[src/hw/fsg_pkg.sv]
// frame sync generator package: register map, fields, timing constants
// assumes a register port with byte address and byte data
package fsg_pkg;
    localparam logic [7:0] FSG_ADDR_CONTROL = 8'h18;
    localparam logic [7:0] FSG_ADDR_HIGH_UPPER = 8'h19;
    localparam logic [7:0] FSG_ADDR_HIGH_LOWER = 8'h1A;
    localparam logic [7:0] FSG_ADDR_LOW_UPPER = 8'h1B;
    localparam logic [7:0] FSG_ADDR_LOW_LOWER = 8'h1C;
    localparam logic [7:0] FSG_ADDR_RATE_SELECT = 8'h58;
    localparam logic [7:0] FSG_ADDR_GPIO_ROUTE_A = 8'h6E;
    localparam logic [7:0] FSG_ADDR_GPIO_ROUTE_B = 8'h6F;
    localparam logic [7:0] FSG_ADDR_PORT_SELECT = 8'h4C;
    localparam logic [7:0] FSG_RESET_BYTE = 8'h00;
    localparam logic [7:0] FSG_READ_UNMAPPED = 8'h00;
    localparam int FSG_BIT_ENABLE = 0;
    localparam int FSG_BIT_WAVEFORM = 1;
    localparam int FSG_BIT_INIT_LEVEL = 2;
    localparam int FSG_SOURCE_MSB = 7;
    localparam int FSG_SOURCE_LSB = 4;
    localparam logic [3:0] FSG_SOURCE_PORT0 = 4'h0;
    localparam logic [3:0] FSG_SOURCE_PORT1 = 4'h1;
    localparam logic [3:0] FSG_SOURCE_PIN_FIRST = 4'h8;
    localparam logic [3:0] FSG_SOURCE_PIN_LAST = 4'hE;
    localparam logic [3:0] FSG_ROUTE_FRAME_SYNC = 4'hA;
    localparam logic [2:0] FSG_RATE_50MBPS = 3'h6;
    localparam int FSG_FRAME_BITS = 30;
    localparam int FSG_CLOCK_NS = 40;
    localparam int FSG_BIT_NS_50MBPS = 20;
    localparam int FSG_TICK_NS_50MBPS = FSG_FRAME_BITS * FSG_BIT_NS_50MBPS;
    localparam int FSG_TICK_CYCLES_50MBPS =
        (FSG_TICK_NS_50MBPS + FSG_CLOCK_NS - 1) / FSG_CLOCK_NS;
    localparam int FSG_TICK_WIDTH = 16;
    localparam int FSG_PIN_COUNT = 7;
endpackage

[src/hw/fsg_tick_if.sv]
// tick bundle between the frame sync top and its tick divider
// assumes one clock domain
`timescale 1ns/100ps
`default_nettype none
interface fsg_tick_if;
    logic [2:0] rate;
    logic tick;
    modport divider (input rate, output tick);
    modport user (output rate, input tick);
endinterface
`default_nettype wire

[src/hw/fsg_frame_sync.sv]
// frame sync generator top: register port, generator, external relay
// assumes a byte-wide register port driven by the control interface
`timescale 1ns/100ps
`default_nettype none
module fsg_frame_sync
    import fsg_pkg::*;
#(
    parameter int PORTS = 2,
    parameter int SLOTS = 4
) (
    input wire logic clock,
    input wire logic reset,
    input wire logic reg_write,
    input wire logic [7:0] reg_address,
    input wire logic [7:0] reg_write_data,
    output logic [7:0] reg_read_data,
    input wire logic [FSG_PIN_COUNT-1:0] gpio_in,
    output logic [PORTS-1:0][SLOTS-1:0] backchan_gpio_slot,
    output logic frame_sync
);
    // ****************************************
    // state
    // ****************************************
    typedef struct packed {
        logic [7:0] sync_control;
        logic [7:0] sync_high_count_upper;
        logic [7:0] sync_high_count_lower;
        logic [7:0] sync_low_count_upper;
        logic [7:0] sync_low_count_lower;
        logic [PORTS-1:0] port_select;
        logic [PORTS-1:0][2:0] backchan_rate_select;
        logic [PORTS-1:0][7:0] backchan_gpio_route_a;
        logic [PORTS-1:0][7:0] backchan_gpio_route_b;
        logic [FSG_TICK_WIDTH-1:0] tick_count;
        logic level;
        logic running;
        logic relay;
        logic [PORTS-1:0][SLOTS-1:0] slots;
        logic [7:0] read_data;
    } fsg_state_t;
    fsg_state_t state, next_state;

    logic [PORTS-1:0] port_tick;
    logic generator_enable, waveform_select, initial_level;
    logic [3:0] sync_source_select;
    logic [FSG_TICK_WIDTH-1:0] high_count, low_count, target;
    logic generator_tick, frame_tick, ext_mode, ext_pin, sync_value;
    logic [3:0] pin_index;

    // ****************************************
    // per-port tick dividers
    // ****************************************
    for (genvar p = 0; p < PORTS; p++) begin : g_port
        fsg_tick_if tick_bus ();
        assign tick_bus.rate = state.backchan_rate_select[p];
        assign port_tick[p] = tick_bus.tick;
        fsg_tick_divider u_fsg_tick_divider (
            .clock(clock),
            .reset(reset),
            .tick_port(tick_bus)
        );
    end

    assign generator_enable = state.sync_control[FSG_BIT_ENABLE];
    assign waveform_select = state.sync_control[FSG_BIT_WAVEFORM];
    assign initial_level = state.sync_control[FSG_BIT_INIT_LEVEL];
    assign sync_source_select =
        state.sync_control[FSG_SOURCE_MSB:FSG_SOURCE_LSB];
    assign high_count = {state.sync_high_count_upper,
        state.sync_high_count_lower};
    assign low_count = {state.sync_low_count_upper,
        state.sync_low_count_lower};
    assign pin_index = sync_source_select - FSG_SOURCE_PIN_FIRST;
    assign ext_mode = !generator_enable &&
        sync_source_select >= FSG_SOURCE_PIN_FIRST &&
        sync_source_select <= FSG_SOURCE_PIN_LAST;
    assign ext_pin = ext_mode ? gpio_in[pin_index[2:0]] : 1'b0;
    // tick source: port 1 by code 1, otherwise port 0
    assign generator_tick = (sync_source_select == FSG_SOURCE_PORT1 &&
        PORTS > 1) ? port_tick[PORTS-1] : port_tick[0];
    assign frame_tick = port_tick[0];
    assign sync_value = generator_enable ? state.level : state.relay;

    // ****************************************
    // next state
    // ****************************************
    always_comb begin
        next_state = state;
        // square wave uses the high count for both halves
        if (waveform_select) begin
            target = high_count;
        end else begin
            target = state.level ? high_count : low_count;
        end
        // register writes, per-port registers to the selected ports only
        if (reg_write) begin
            case (reg_address)
                FSG_ADDR_CONTROL: next_state.sync_control = reg_write_data;
                FSG_ADDR_HIGH_UPPER:
                    next_state.sync_high_count_upper = reg_write_data;
                FSG_ADDR_HIGH_LOWER:
                    next_state.sync_high_count_lower = reg_write_data;
                FSG_ADDR_LOW_UPPER:
                    next_state.sync_low_count_upper = reg_write_data;
                FSG_ADDR_LOW_LOWER:
                    next_state.sync_low_count_lower = reg_write_data;
                FSG_ADDR_PORT_SELECT:
                    next_state.port_select = reg_write_data[PORTS-1:0];
                default: ;
            endcase
            for (int p = 0; p < PORTS; p++) begin
                if (state.port_select[p]) begin
                    if (reg_address == FSG_ADDR_RATE_SELECT) begin
                        next_state.backchan_rate_select[p] =
                            reg_write_data[2:0];
                    end
                    if (reg_address == FSG_ADDR_GPIO_ROUTE_A) begin
                        next_state.backchan_gpio_route_a[p] =
                            reg_write_data;
                    end
                    if (reg_address == FSG_ADDR_GPIO_ROUTE_B) begin
                        next_state.backchan_gpio_route_b[p] =
                            reg_write_data;
                    end
                end
            end
        end
        // internal generator
        if (!generator_enable) begin
            next_state.running = 1'b0;
            next_state.tick_count = '0;
            next_state.level = initial_level;
        end else if (!state.running) begin
            next_state.running = 1'b1;
            next_state.tick_count = '0;
            next_state.level = initial_level;
        end else if (generator_tick) begin
            if (state.tick_count >= target) begin
                next_state.tick_count = '0;
                next_state.level = !state.level;
            end else begin
                next_state.tick_count = state.tick_count + 1'b1;
            end
        end
        // external relay sampled once per back-channel frame
        if (frame_tick) begin
            next_state.relay = ext_pin;
        end
        // slot insertion, same sync value on every routed slot of every port, unrouted slots 0
        for (int p = 0; p < PORTS; p++) begin
            for (int s = 0; s < SLOTS; s++) begin
                logic [3:0] sel;
                sel = (s < 2) ? state.backchan_gpio_route_a[p][s*4 +: 4]
                    : state.backchan_gpio_route_b[p][(s-2)*4 +: 4];
                next_state.slots[p][s] = (sel == FSG_ROUTE_FRAME_SYNC)
                    ? sync_value : 1'b0;
            end
        end
        // read back, port 0 if selected, otherwise the last port, for per-port registers
        case (reg_address)
            FSG_ADDR_CONTROL: next_state.read_data = state.sync_control;
            FSG_ADDR_HIGH_UPPER:
                next_state.read_data = state.sync_high_count_upper;
            FSG_ADDR_HIGH_LOWER:
                next_state.read_data = state.sync_high_count_lower;
            FSG_ADDR_LOW_UPPER:
                next_state.read_data = state.sync_low_count_upper;
            FSG_ADDR_LOW_LOWER:
                next_state.read_data = state.sync_low_count_lower;
            FSG_ADDR_PORT_SELECT:
                next_state.read_data = 8'(state.port_select);
            FSG_ADDR_RATE_SELECT: next_state.read_data =
                {5'h00, state.backchan_rate_select[state.port_select[0]
                    ? 0 : PORTS-1]};
            FSG_ADDR_GPIO_ROUTE_A: next_state.read_data =
                state.backchan_gpio_route_a[state.port_select[0]
                    ? 0 : PORTS-1];
            FSG_ADDR_GPIO_ROUTE_B: next_state.read_data =
                state.backchan_gpio_route_b[state.port_select[0]
                    ? 0 : PORTS-1];
            default: next_state.read_data = FSG_READ_UNMAPPED;
        endcase
    end

    always_ff @(posedge clock) begin
        if (reset) begin
            state <= '0;
            state.port_select <= PORTS'(1);
            state.backchan_rate_select <= {PORTS{FSG_RATE_50MBPS}};
        end else begin
            state <= next_state;
        end
    end

    // ****************************************
    // outputs
    // ****************************************
    assign reg_read_data = state.read_data;
    assign backchan_gpio_slot = state.slots;
    assign frame_sync = sync_value;

    // ****************************************
    // checks: generator
    // ****************************************
    a_disable_restores:
        assert property (@(posedge clock) disable iff (reset)
        !generator_enable ##1 !generator_enable |->
        state.tick_count == '0 && state.level == $past(initial_level))
        else $error("disabled generator not at initial level");
    a_start_level:
        assert property (@(posedge clock) disable iff (reset)
        $rose(state.running) |-> state.level == $past(initial_level))
        else $error("wrong starting level");
    a_hold_count:
        assert property (@(posedge clock) disable iff (reset)
        state.running && generator_enable && generator_tick &&
        state.tick_count < target |=> state.level == $past(state.level))
        else $error("level toggled before count expired");
    a_toggle_expire:
        assert property (@(posedge clock) disable iff (reset)
        state.running && generator_enable && generator_tick &&
        state.tick_count >= target |=> state.level != $past(state.level))
        else $error("level failed to toggle");
    a_tick_paced:
        assert property (@(posedge clock) disable iff (reset)
        state.running && generator_enable && !generator_tick |=>
        state.level == $past(state.level) &&
        state.tick_count == $past(state.tick_count))
        else $error("generator moved without a tick");
    a_square_halves:
        assert property (@(posedge clock) disable iff (reset)
        state.running && generator_enable && waveform_select &&
        generator_tick && state.tick_count >= high_count |=>
        state.level != $past(state.level))
        else $error("square wave half not set by high count");
    a_enable_run:
        assert property (@(posedge clock) disable iff (reset)
        generator_enable ##1 generator_enable |-> state.running)
        else $error("generator not running");

    // ****************************************
    // checks: routing and relay
    // ****************************************
    a_ports_equal:
        assert property (@(posedge clock) disable iff (reset)
        PORTS > 1 && state.slots[0][0] != state.slots[PORTS-1][0] |->
        $past(state.backchan_gpio_route_a[0][3:0]) !=
        $past(state.backchan_gpio_route_a[PORTS-1][3:0]))
        else $error("ports carry different sync");
    a_slot_follows:
        assert property (@(posedge clock) disable iff (reset)
        state.backchan_gpio_route_a[0][3:0] == FSG_ROUTE_FRAME_SYNC |=>
        state.slots[0][0] == $past(sync_value))
        else $error("routed slot lost the sync value");
    a_route_gate:
        assert property (@(posedge clock) disable iff (reset)
        state.backchan_gpio_route_a[0][3:0] != FSG_ROUTE_FRAME_SYNC ##1
        state.backchan_gpio_route_a[0][3:0] != FSG_ROUTE_FRAME_SYNC
        |-> !state.slots[0][0])
        else $error("slot carries sync without route");
    a_route_write:
        assert property (@(posedge clock) disable iff (reset)
        reg_write && reg_address == FSG_ADDR_GPIO_ROUTE_A &&
        state.port_select[0] |=> state.backchan_gpio_route_a[0] ==
        $past(reg_write_data))
        else $error("route write lost");
    a_rate_write:
        assert property (@(posedge clock) disable iff (reset)
        reg_write && reg_address == FSG_ADDR_RATE_SELECT &&
        state.port_select[0] |=> state.backchan_rate_select[0] ==
        $past(reg_write_data[2:0]))
        else $error("rate write lost");
    a_ext_relay:
        assert property (@(posedge clock) disable iff (reset)
        frame_tick && !generator_enable |=> state.relay == $past(ext_pin))
        else $error("external pin not relayed");
    a_ext_off:
        assert property (@(posedge clock) disable iff (reset)
        frame_tick && generator_enable |=> !state.relay)
        else $error("pin relayed while generator on");
    a_relay_hold:
        assert property (@(posedge clock) disable iff (reset)
        !frame_tick |=> state.relay == $past(state.relay))
        else $error("relay changed between frame ticks");
endmodule
`default_nettype wire

[src/hw/fsg_tick_divider.sv]
// back-channel frame period tick divider for one link port
// assumes clock is the 25 MHz reference
`timescale 1ns/100ps
`default_nettype none
module fsg_tick_divider
    import fsg_pkg::*;
#(
    parameter int BASE_CYCLES = FSG_TICK_CYCLES_50MBPS
) (
    input wire logic clock,
    input wire logic reset,
    fsg_tick_if.divider tick_port
);
    typedef struct packed {
        logic [FSG_TICK_WIDTH-1:0] count;
        logic tick;
    } fsg_div_state_t;
    fsg_div_state_t state, next_state;
    logic [FSG_TICK_WIDTH-1:0] limit;

    always_comb begin
        // lower rate codes halve the rate per step below 50 Mbps
        limit = FSG_TICK_WIDTH'((BASE_CYCLES <<
            (FSG_RATE_50MBPS - tick_port.rate)) - 1);
        if (tick_port.rate > FSG_RATE_50MBPS) begin
            limit = FSG_TICK_WIDTH'(BASE_CYCLES - 1);
        end
        next_state = state;
        next_state.tick = 1'b0;
        if (state.count >= limit) begin
            next_state.count = '0;
            next_state.tick = 1'b1;
        end else begin
            next_state.count = state.count + 1'b1;
        end
    end

    always_ff @(posedge clock) begin
        if (reset) begin
            state <= '0;
        end else begin
            state <= next_state;
        end
    end
    assign tick_port.tick = state.tick;

    a_tick_single:
        assert property (@(posedge clock) disable iff (reset)
        state.tick |=> !state.tick) else $error("tick longer than a cycle");
endmodule
`default_nettype wire

[config.mk]
export PLATFORM = sky130hd
export DESIGN_NAME = fsg_frame_sync
export DESIGN_NICKNAME = d
export VERILOG_FILES = /design/src/hw/fsg_pkg.sv /design/src/hw/fsg_tick_if.sv /design/src/hw/fsg_frame_sync.sv /design/src/hw/fsg_tick_divider.sv
export SDC_FILE = /design/constraint.sdc
export NUM_CORES = 1
export LEC_CHECK = 0
export BUFFER_PORTS_ARGS = -buffer_cell sky130_fd_sc_hd__buf_2
export CORE_MARGIN = 1
export CORE_UTILIZATION = 51
export DETAILED_ROUTE_END_ITERATION = 10
export GPL_TIMING_DRIVEN = 1
export PLACE_DENSITY = 0.78
export SKIP_CTS_REPAIR_TIMING = 1
export SYNTH_ARGS = -nofsm -noshare
export SYNTH_HDL_FRONTEND = slang
export SYNTH_SLANG_ARGS = --single-unit
[constraint.sdc]
create_clock -name clock -period 8.5 [get_ports clock]
set_clock_uncertainty 0.05 [all_clocks]
set_input_delay 1.275 -clock clock [delete_from_list [all_inputs] [get_ports clock]]
set_output_delay 1.275 -clock clock [all_outputs]
set_load 0.05 [all_outputs]
==> results of run 1 <==
==> cell usage in the layout, fill, tap and decap left out, types with 7 or more instances in the layout <==
| master | instances |
|---|---|
| dfxtp_1 | 149 |
| nor2_1 | 123 |
| nand2_1 | 96 |
| mux2i_1 | 71 |
| ha_1 | 51 |
| a21oi_1 | 44 |
| buf_2 | 42 |
| nand3_1 | 35 |
| xnor2_1 | 18 |
| xor2_1 | 17 |
| clkbuf_16 | 17 |
| inv_1 | 16 |
| o21ai_0 | 15 |
| mux4_2 | 12 |
| nor3_1 | 10 |
| conb_1 | 10 |
| and2_1 | 9 |
| nand4_1 | 9 |
| a21o_1 | 8 |
| nand2b_1 | 7 |
==> cell type report <==
cell class,instances,area (µm²),share of cell area
inverter,18,67.56,0.008062
timing repair buffer,44,225.2,0.02687
clock inverter,15,143.9,0.01717
sequential,149,2983,0.3559
clock buffer,17,425.4,0.05076
antenna,1,2.502,0.0002986
tap,184,230.2,0.02747
multi-input combinational,615,4303,0.5134
==> worst max-delay path: cells and delay by family (launching register included) <==
family / cells / cell delay [ps]
compound gates: 3 / 530
fa+ha+maj: 4 / 1080
buf+inv: 1 / 50
flops: 1 / 460
simple gates: 4 / 1150
==> power breakdown <==
| part | total (W) | leakage [nW] | switching [W] | internal, W |
|---|---|---|---|---|
| Combinational | 0.0000429 | 1.98 | 0.0000307 | 0.0000121 |
| Clock | 0.000726 | 0.273 | 0.000317 | 0.000409 |
| Sequential | 0.000703 | 1.20 | 0.00000145 | 0.000702 |
==> registers in the layout, indices dropped and copies added (netlist names) <==
| register | cells |
|---|---|
| high_count | 16 |
| generator_enable | 1 |
| state | 59 |
| backchan_gpio_slot | 8 |
| initial_level | 1 |
| g_port.tick_bus.rate | 6 |
| g_port.u_fsg_tick_divider.tick_port.tick | 2 |
| g_port.u_fsg_tick_divider.state | 32 |
| low_count | 16 |
| reg_read_data | 8 |
==> logic make-up after synthesis <==
kind of cell | count (synthesis) | synth area share
and+or+nand+nor | 337 | 0.2202
DFF | 149 | 0.3938
AOI/OAI and AO/OA | 93 | 0.07532
muxes | 89 | 0.1429
buffers and inverters | 66 | 0.04262
adders and majority gates | 51 | 0.08424
xor gates and xnor gates | 35 | 0.04047
other | 1 | 0.0004951
==> metal layers <==
metal,vias to the layer above,global-route usage,wire length [µm]
met5,-,0,0
li1,2882,-,-
met3,33,0.05678,825
met2,149,0.3549,7550
met1,2676,0.2944,7417
met4,0,0.1069,484
==> metrics by stage <==
step                worst slack (ps)    util
floorplan                       5345       -
global placement                5086  0.5373
detailed placement              4998  0.5373
CTS                             5108  0.5764
global route                    4853  0.5764
finish                          5110  0.5766
==> final timing paths <==
kind / start / to / slack [ps] / depth (start not counted)
worst max-delay path: g_port[1].tick_bus.rate[1] / g_port[1].u_fsg_tick_divider.state[3] / 5110 / 12
worst min-delay path: state[50] / state[50] / 410 / 2
worst max register to register: g_port[1].tick_bus.rate[1] / g_port[1].u_fsg_tick_divider.state[3] / 5110 / 12
worst min register to register: state[50] / state[50] / 410 / 2
==> metrics, run 1 <==
DR vias 5740; final total power 0.001472 W; outcome complete, no violations; Longest Clk Path Bufs 2; Worst Max-Slew Pin Slew just under 900 ps; f_max between 200 and 300 MHz; IO Port Bufs 42; Synth area leaders dfxtp_1 (39%), mux2i_1 (9.4%), ha_1 (8.4%); TritonCTS Buffers 17; H-tree depth 4; Synth Cell Area roughly 7600 µm²; setup_tns 0 ps; Die ar. around 15000 µm²; cell breakdown of the critical path ha_1 > inv_1 > ha_1 > or2_2 > ha_1 > and2_1 > ha_1 > a21o_1 > a211oi_1 > o22ai_1 > or3_1 > nor2_1; Residual DRC 0; Post-Syn Area per Cell between 9 and 10 µm²; Tot GR Track Use 0.2276; max-slew violation count 0; nets@finish between 900 and 1k; hpwl dp roughly 11 mm; CP peak stage delay between 500 and 600 ps; commonest cells in the netlist dfxtp_1 (149), nor2_1 (123), nand2_1 (96); Yosys reg bits between 100 and 150; dominant synthesized flop cell dfxtp_1; most numerous cell in the Yosys netlist dfxtp_1; Static Leak between 3 and 4 nW; Ports 43; chip height ~120 µm; max_cap viols 0; Synth top area share 0.3938; data arrival time of the worst path between 3000 and 4000 ps; min Tclk post-route between 3000 and 4000 ps; YS warnings 0; Detail Route Antenna Nets 0; Worst IR Drop VDD roughly 0.15 mV; DRT Pass-1 Iters 8; period utilisation layout 0.3988; final WL 16.28 mm; Seq/Total Area, Yosys 0.3938; number of synthesized flops with an enable pin 0; WHS a little over 400 ps; power density over cell area 175.6 nW/µm²; CTS tree built; clock sinks 149; die width approximately 120 µm; first-pass GRT wire length about 26 mm; CP required 8810 ps; Setup CP Type register to register; layout cells sized above 1 0.1364; CP max FO 11; total core area 14530 µm²; Worst path slowest cell or3_1; Vias/cell between 5 and 6; Inst Count DP 1010; Initial Utilization 0.5212; asr flop ratio synth 0; Layout Cells excl Fill ~1.0k; clock latency on the worst-skew pair between 400 and 500 ps; Synth Instances around 820; most used cell, CP ha_1; # fillers ~1.3k; Layout area overhead 10.64%; clock root buffer clkbuf_16; largest net degree at the start of global routing between 80 and 90; num rows between 40 and 50; design area between 8000 and 9000 µm²; vias in the first global route between 5k and 6k; antenna violations before repair 1; Startpoint Class register; CP endpoint kind register; RSZ-0062 raised after global routing no; clock slew seen by the registers of the worst setup and hold paths approximately 60 ps; routed wire length per instance between 15 and 20 µm; grt ovf 0; biggest area consumer among synthesized cells dfxtp_1; final setup vio count 0; gp weighted congestion ~0.89; DRT iter0 DRCs 376; Worst Hold Class register to register; Yosys cell types 64; Slew Limit Headroom 0.4067; final hold vios 0; DP Area between 7000 and 8000 µm²
Note: power is estimated with default switching activity, not from simulation.
==> run 2: changes to the inputs <==
clock period = 3.2 ns   (was 8.5 ns; I/O delays follow)
==> metrics, run 2 (synthesized netlist as in run 1, its figures left out) <==
outcome complete, no violations (unchanged); met2 wire length 7.947 mm (was 7.550 mm); first-pass GRT wire length 26.39 mm (was 26.30 mm); vias in the first global route 5346 (was 5309); Layout area overhead 12.27% (was 10.64%); final WL 16.60 mm (was 16.28 mm); routed wire length per instance 15.78 µm (was 15.61 µm); layout cells sized above 1 0.1522 (was 0.1364); area taken by multi-input logic gates 4352 µm² (was 4303 µm²); power density over cell area 460.3 nW/µm² (was 175.6 nW/µm²); Inst Count DP 1018 (was 1010); CTS tree built (unchanged); Longest Clk Path Bufs 2 (unchanged); clock sinks 149 (unchanged); min Tclk post-route 3022 ps (was 3390 ps); Worst IR Drop VDD 0.3820 mV (was 0.1485 mV); TritonCTS Buffers 17 (unchanged); final setup vio count 0 (unchanged); final hold vios 0 (unchanged); chip height 123.9 µm (unchanged); Reg area 2985 µm² (was 2983 µm²); fin worst setup slack 177.7 ps (was 5110 ps); worst hold start reg_write_data[5] (was state[50]); Worst Setup SP g_port[0].tick_bus.rate[0] (was g_port[1].tick_bus.rate[1]); max-slew violation count 0 (unchanged); DP Area 7881 µm² (was 7809 µm²); DR vias 5920 (was 5740); Top Metal Used met4 (unchanged); IO Port Bufs 42 (unchanged); Met3 Wirelength 690 µm (was 825 µm); Vias/cell 5.627 (was 5.503); DRT iter0 DRCs 428 (was 376); Slew Limit Headroom 0.5612 (was 0.4067); H-tree depth 4 (unchanged); Initial Utilization 0.5212 (unchanged); grt ovf 0 (unchanged); Ports 43 (unchanged); Residual DRC 0 (unchanged); commonest cells after routing, fill and taps aside dfxtp_1 (147), nor2_1 (123), nand2_1 (96) (was dfxtp_1 (149), nor2_1 (123), nand2_1 (96)); clock root buffer clkbuf_16 (unchanged); Tot GR Track Use 0.2268 (was 0.2276); f_max 330.9 MHz (was 295.0 MHz); total core area 14530 µm² (unchanged); CP max FO 11 (unchanged); Worst Max-Slew Pin Slew 658.2 ps (was 880.3 ps); Worst R2R Start g_port[0].tick_bus.rate[0] (was g_port[1].tick_bus.rate[1]); Post-Place Setup Slack -75.73 ps (was 4998 ps); Startpoint Class register (unchanged); Largest register FFs 59 (unchanged); max_cap viols 0 (unchanged); data arrival time of the worst path 3340 ps (was 3700 ps); period utilisation layout 0.9445 (was 0.3988); Biggest register state (unchanged); Die ar. 15340 µm² (unchanged); Detail Route Antenna Nets 0 (unchanged); CP endpoint kind register (unchanged); clock latency on the worst-skew pair 430 ps (about the same); Layout Cells excl Fill 1052 (was 1043); Setup CP Type register to register (unchanged); gp weighted congestion 0.8024 (was 0.8942); CP required 3520 ps (was 8810 ps); wl on met1 7.618 mm (was 7.417 mm); final core occ 0.5851 (was 0.5766); num rows 44 (unchanged); # fillers 1279 (was 1287); Worst Hold Class input port to register (was register to register); antenna violations before repair 0 (was 1); largest net degree at the start of global routing 64 (was 84); design area 8504 µm² (was 8381 µm²); die width 123.9 µm (unchanged); most common cell after layout, fill and taps aside dfxtp_1 (unchanged); hpwl dp 11.56 mm (was 11.48 mm); RSZ-0062 raised after global routing no (unchanged); clock slew seen by the registers of the worst setup and hold paths 60 ps (about the same); Regs by FF count state x59, g_port.u_fsg_tick_divider.state x32 (unchanged); DRT Pass-1 Iters 5 (was 8); final total power 0.003914 W (was 0.001472 W); Static Leak 3.499 nW (was 3.453 nW); nets@finish 931 (was 922)
==> run 2: path summary, 6_finish.rpt <==
| kind | cells after the start | end | slack (ps) |
|---|---|---|---|
| worst min register to register | 2 | state[46] | 420 |
| worst max register to register | 12 | g_port[0].u_fsg_tick_divider.state[9] | 180 |
| worst min-delay path | 3 | state[48] | 340 |
| worst max-delay path | 12 | g_port[0].u_fsg_tick_divider.state[9] | 180 |
==> run 2: stage by stage <==
stage               setup TNS (ps)  hold slack [ps]
CTS                         -866.1            325.3
detailed placement          -719.1            409.9
global placement                 0            398.2
floorplan                        0            386.7
global route                     0            327.0
finish                           0            339.2
==> run 2: where the power goes <==
part	switching [W]	internal (W)	leakage, nW
logic	0.0000813	0.0000332	2.03
clock network	0.000831	0.00110	0.265
registers	0.00000461	0.00186	1.21
==> run 2: metal layers <==
metal	vias up	track usage
met4	0	0.08660
met3	30	0.05449
met2	126	0.3712
li1	2906	-
met1	2858	0.2879
met5	-	0
==> run 2: critical path, cell delays in order (launching register included) <==
cell     delay (ps)
dfxtp_2         350
ha_1            160
inv_1            50
ha_1            320
or2_2           310
ha_1            280
and2_1          140
ha_1            270
a21o_1          160
a21o_1          160
a21o_1          200
a211o_4         400
nor2_1          110
==> run 2: final cells by class <==
type	instances	area share
Antenna cell	1	0.0002942
Clock buffer	19	0.05208
Clock inverter	13	0.01486
Inverter	18	0.007945
Multi-Input combinational cell	616	0.5117
Sequential cell	149	0.3510
Tap cell	184	0.02707
Timing Repair Buffer	52	0.03502
==> run 3: changes to the inputs <==
PLACE_DENSITY = 0.8   (was 0.78)
clock period = 2.5 ns   (was 3.2 ns; I/O delays follow)
==> metrics, run 3 (synthesized netlist as in run 1, its figures left out) <==
grt ovf 0 (unchanged); antenna violations before repair 0 (unchanged); f_max 350.2 MHz (was 330.9 MHz); max_cap viols 0 (unchanged); CP endpoint kind register (unchanged); Worst Max-Slew Pin Slew 762.6 ps (was 658.2 ps); met1 Resource Use GR 0.2936 (was 0.2879); Inst Count DP 1039 (was 1018); chip height 123.9 µm (unchanged); Largest register FFs 59 (unchanged); routed wire length per instance 16.95 µm (was 15.78 µm); Regs by FF count state x59, g_port.u_fsg_tick_divider.state x32 (unchanged); CP max FO 6 (was 11); Detail Route Antenna Nets 0 (unchanged); first-pass GRT wire length 27.14 mm (was 26.39 mm); Worst Hold Class input port to register (unchanged); IO Port Bufs 42 (unchanged); CTS tree built (unchanged); clock slew seen by the registers of the worst setup and hold paths 60 ps (about the same); met2 Use GR 0.3844 (was 0.3712); Biggest register state (unchanged); RSZ-0062 raised after global routing yes (was no); data arrival time of the worst path 3180 ps (was 3340 ps); Setup CP Type register to register (unchanged); commonest cells after routing, fill and taps aside dfxtp_1 (143), nand2_1 (95), nor2_1 (95) (was dfxtp_1 (147), nor2_1 (123), nand2_1 (96)); largest net degree at the start of global routing 75 (was 64); Startpoint Class register (unchanged); clock sinks 149 (unchanged); DRT iter0 DRCs 421 (was 428); final WL 18.29 mm (was 16.60 mm); switching share of power 0.2220 (was 0.2343); Slew Limit Headroom 0.4916 (was 0.5612); Vias/cell 5.669 (was 5.627); vias in the first global route 5568 (was 5346); gr busiest metal met2 (unchanged); clock root buffer clkbuf_16 (unchanged); period utilisation layout 1.142 (was 0.9445); most common cell after layout, fill and taps aside dfxtp_1 (unchanged); Layout area overhead 21.16% (was 12.27%); final setup vio count 41 (was 0); clock share of power 0.507 (was 0.493); H-tree depth 4 (unchanged); hpwl dp 12.18 mm (was 11.56 mm); Tot GR Track Use 0.2330 (was 0.2268); Worst Setup SP g_port[1].tick_bus.rate[0] (was g_port[0].tick_bus.rate[0]); TritonCTS Buffers 17 (unchanged); die width 123.9 µm (unchanged); WHS 230.3 ps (was 339.2 ps); DR vias 6117 (was 5920); final hold vios 0 (unchanged); Die ar. 15340 µm² (unchanged); max-slew violation count 0 (unchanged); min Tclk post-route 2856 ps (was 3022 ps); met3 GRT Util 0.05449 (unchanged); Ports 43 (unchanged); diode count 0 (was 1); Residual DRC 0 (unchanged); proportion of power drawn by combinational gates 0.031 (was 0.029); NetSw 0.001148 W (was 0.0009173 W); Worst R2R Start g_port[1].tick_bus.rate[0] (was g_port[0].tick_bus.rate[0]); worst hold start reg_write_data[3] (was reg_write_data[5]); Worst IR Drop VDD 0.4852 mV (was 0.3820 mV); num rows 44 (unchanged); DRT Pass-1 Iters 6 (was 5); layout cells sized above 1 0.2480 (was 0.1522); failing checks negative setup slack; CP required 2820 ps (was 3520 ps); Power Internal 0.004022 W (was 0.002997 W); clock latency on the worst-skew pair 440 ps (was 430 ps); Static Leak 3.701 nW (was 3.499 nW); outcome finished with violations (was complete, no violations); nets@finish 959 (was 931); power density over cell area 563.3 nW/µm² (was 460.3 nW/µm²); Post-Place Setup Slack -360.0 ps (was -75.73 ps); Initial Utilization 0.5212 (unchanged); Seq pwr share 0.462 (was 0.477); fin worst setup slack -355.6 ps (was 177.7 ps); total core area 14530 µm² (unchanged); final total power 0.005170 W (was 0.003914 W); Layout Cells excl Fill 1079 (was 1052); Longest Clk Path Bufs 2 (unchanged); gp weighted congestion 0.8163 (was 0.8024)
run 3: changes by cell type in the layout (fill, tap and decap cells not counted), moves of 3 or more:
cell     before  now
dfxtp_1     147  143
nor2_2        0   20
o21ai_1       0    3
dfxtp_4       0    3
inv_4         0    4
ha_4          1   13
nor2_4        5   13
nor2_1      123   95
buf_4         9   31
ha_1         50   38
o21ai_0      15   12
run 3: per-stage QoR:
stage          setup TNS [ps]  cell area [µm²]    util
4_1_cts                 -9769             8815  0.6065
3_3_place_gp            -5253             8218  0.5654
3_5_place_dp            -7276             8218  0.5654
6_report                -8379             9178  0.6315
2_1_floorplan           -3419             7789       -
5_1_grt                -11070             9178  0.6315
run 3: area by class of cell:
type | instances | area, µm²
Sequential cell | 149 | 2998
Clock buffer | 19 | 442.9
Multi-Input combinational cell | 617 | 4726
Clock inverter | 13 | 153.9
Fill cell | 1195 | 5356
Timing Repair Buffer | 79 | 554.3
Inverter | 18 | 72.57
Tap cell | 184 | 230.2
run 3: worst paths after layout:
check / endpoint / slack (ps) / depth (start not counted)
min reg2reg: state[46] / 420 / 2
max: g_port[1].u_fsg_tick_divider.state[10] / -360 / 12
max reg2reg: g_port[1].u_fsg_tick_divider.state[10] / -360 / 12
min: state[46] / 230 / 3
run 3: critical path, cell delays in order (launching register included):
cell,delay (ps)
dfxtp_4,370
ha_4,150
inv_4,40
ha_4,230
or2_4,240
ha_4,260
and2_4,140
ha_4,190
a21o_1,180
a211oi_2,230
o22ai_2,140
or3_4,450
nor2_2,130
run 3: power by group through the flow:
stage | sequential (W) | clock, W | combinational [W]
after floorplan | 0.00244 | 0 | 0.0000962
after global placement | 0.00244 | 0 | 0.000149
after detailed placement | 0.00244 | 0 | 0.000151
after CTS | 0.00239 | 0.00264 | 0.000152
after global routing | 0.00239 | 0.00275 | 0.000170
final | 0.00239 | 0.00262 | 0.000159
run 3: layer usage:
metal,wire length [µm],part of all wire,up-vias
met5,0,0,-
met4,491,0.027,0
met3,959,0.052,39
met2,8899,0.49,192
met1,7934,0.43,2924
li1,-,-,2962
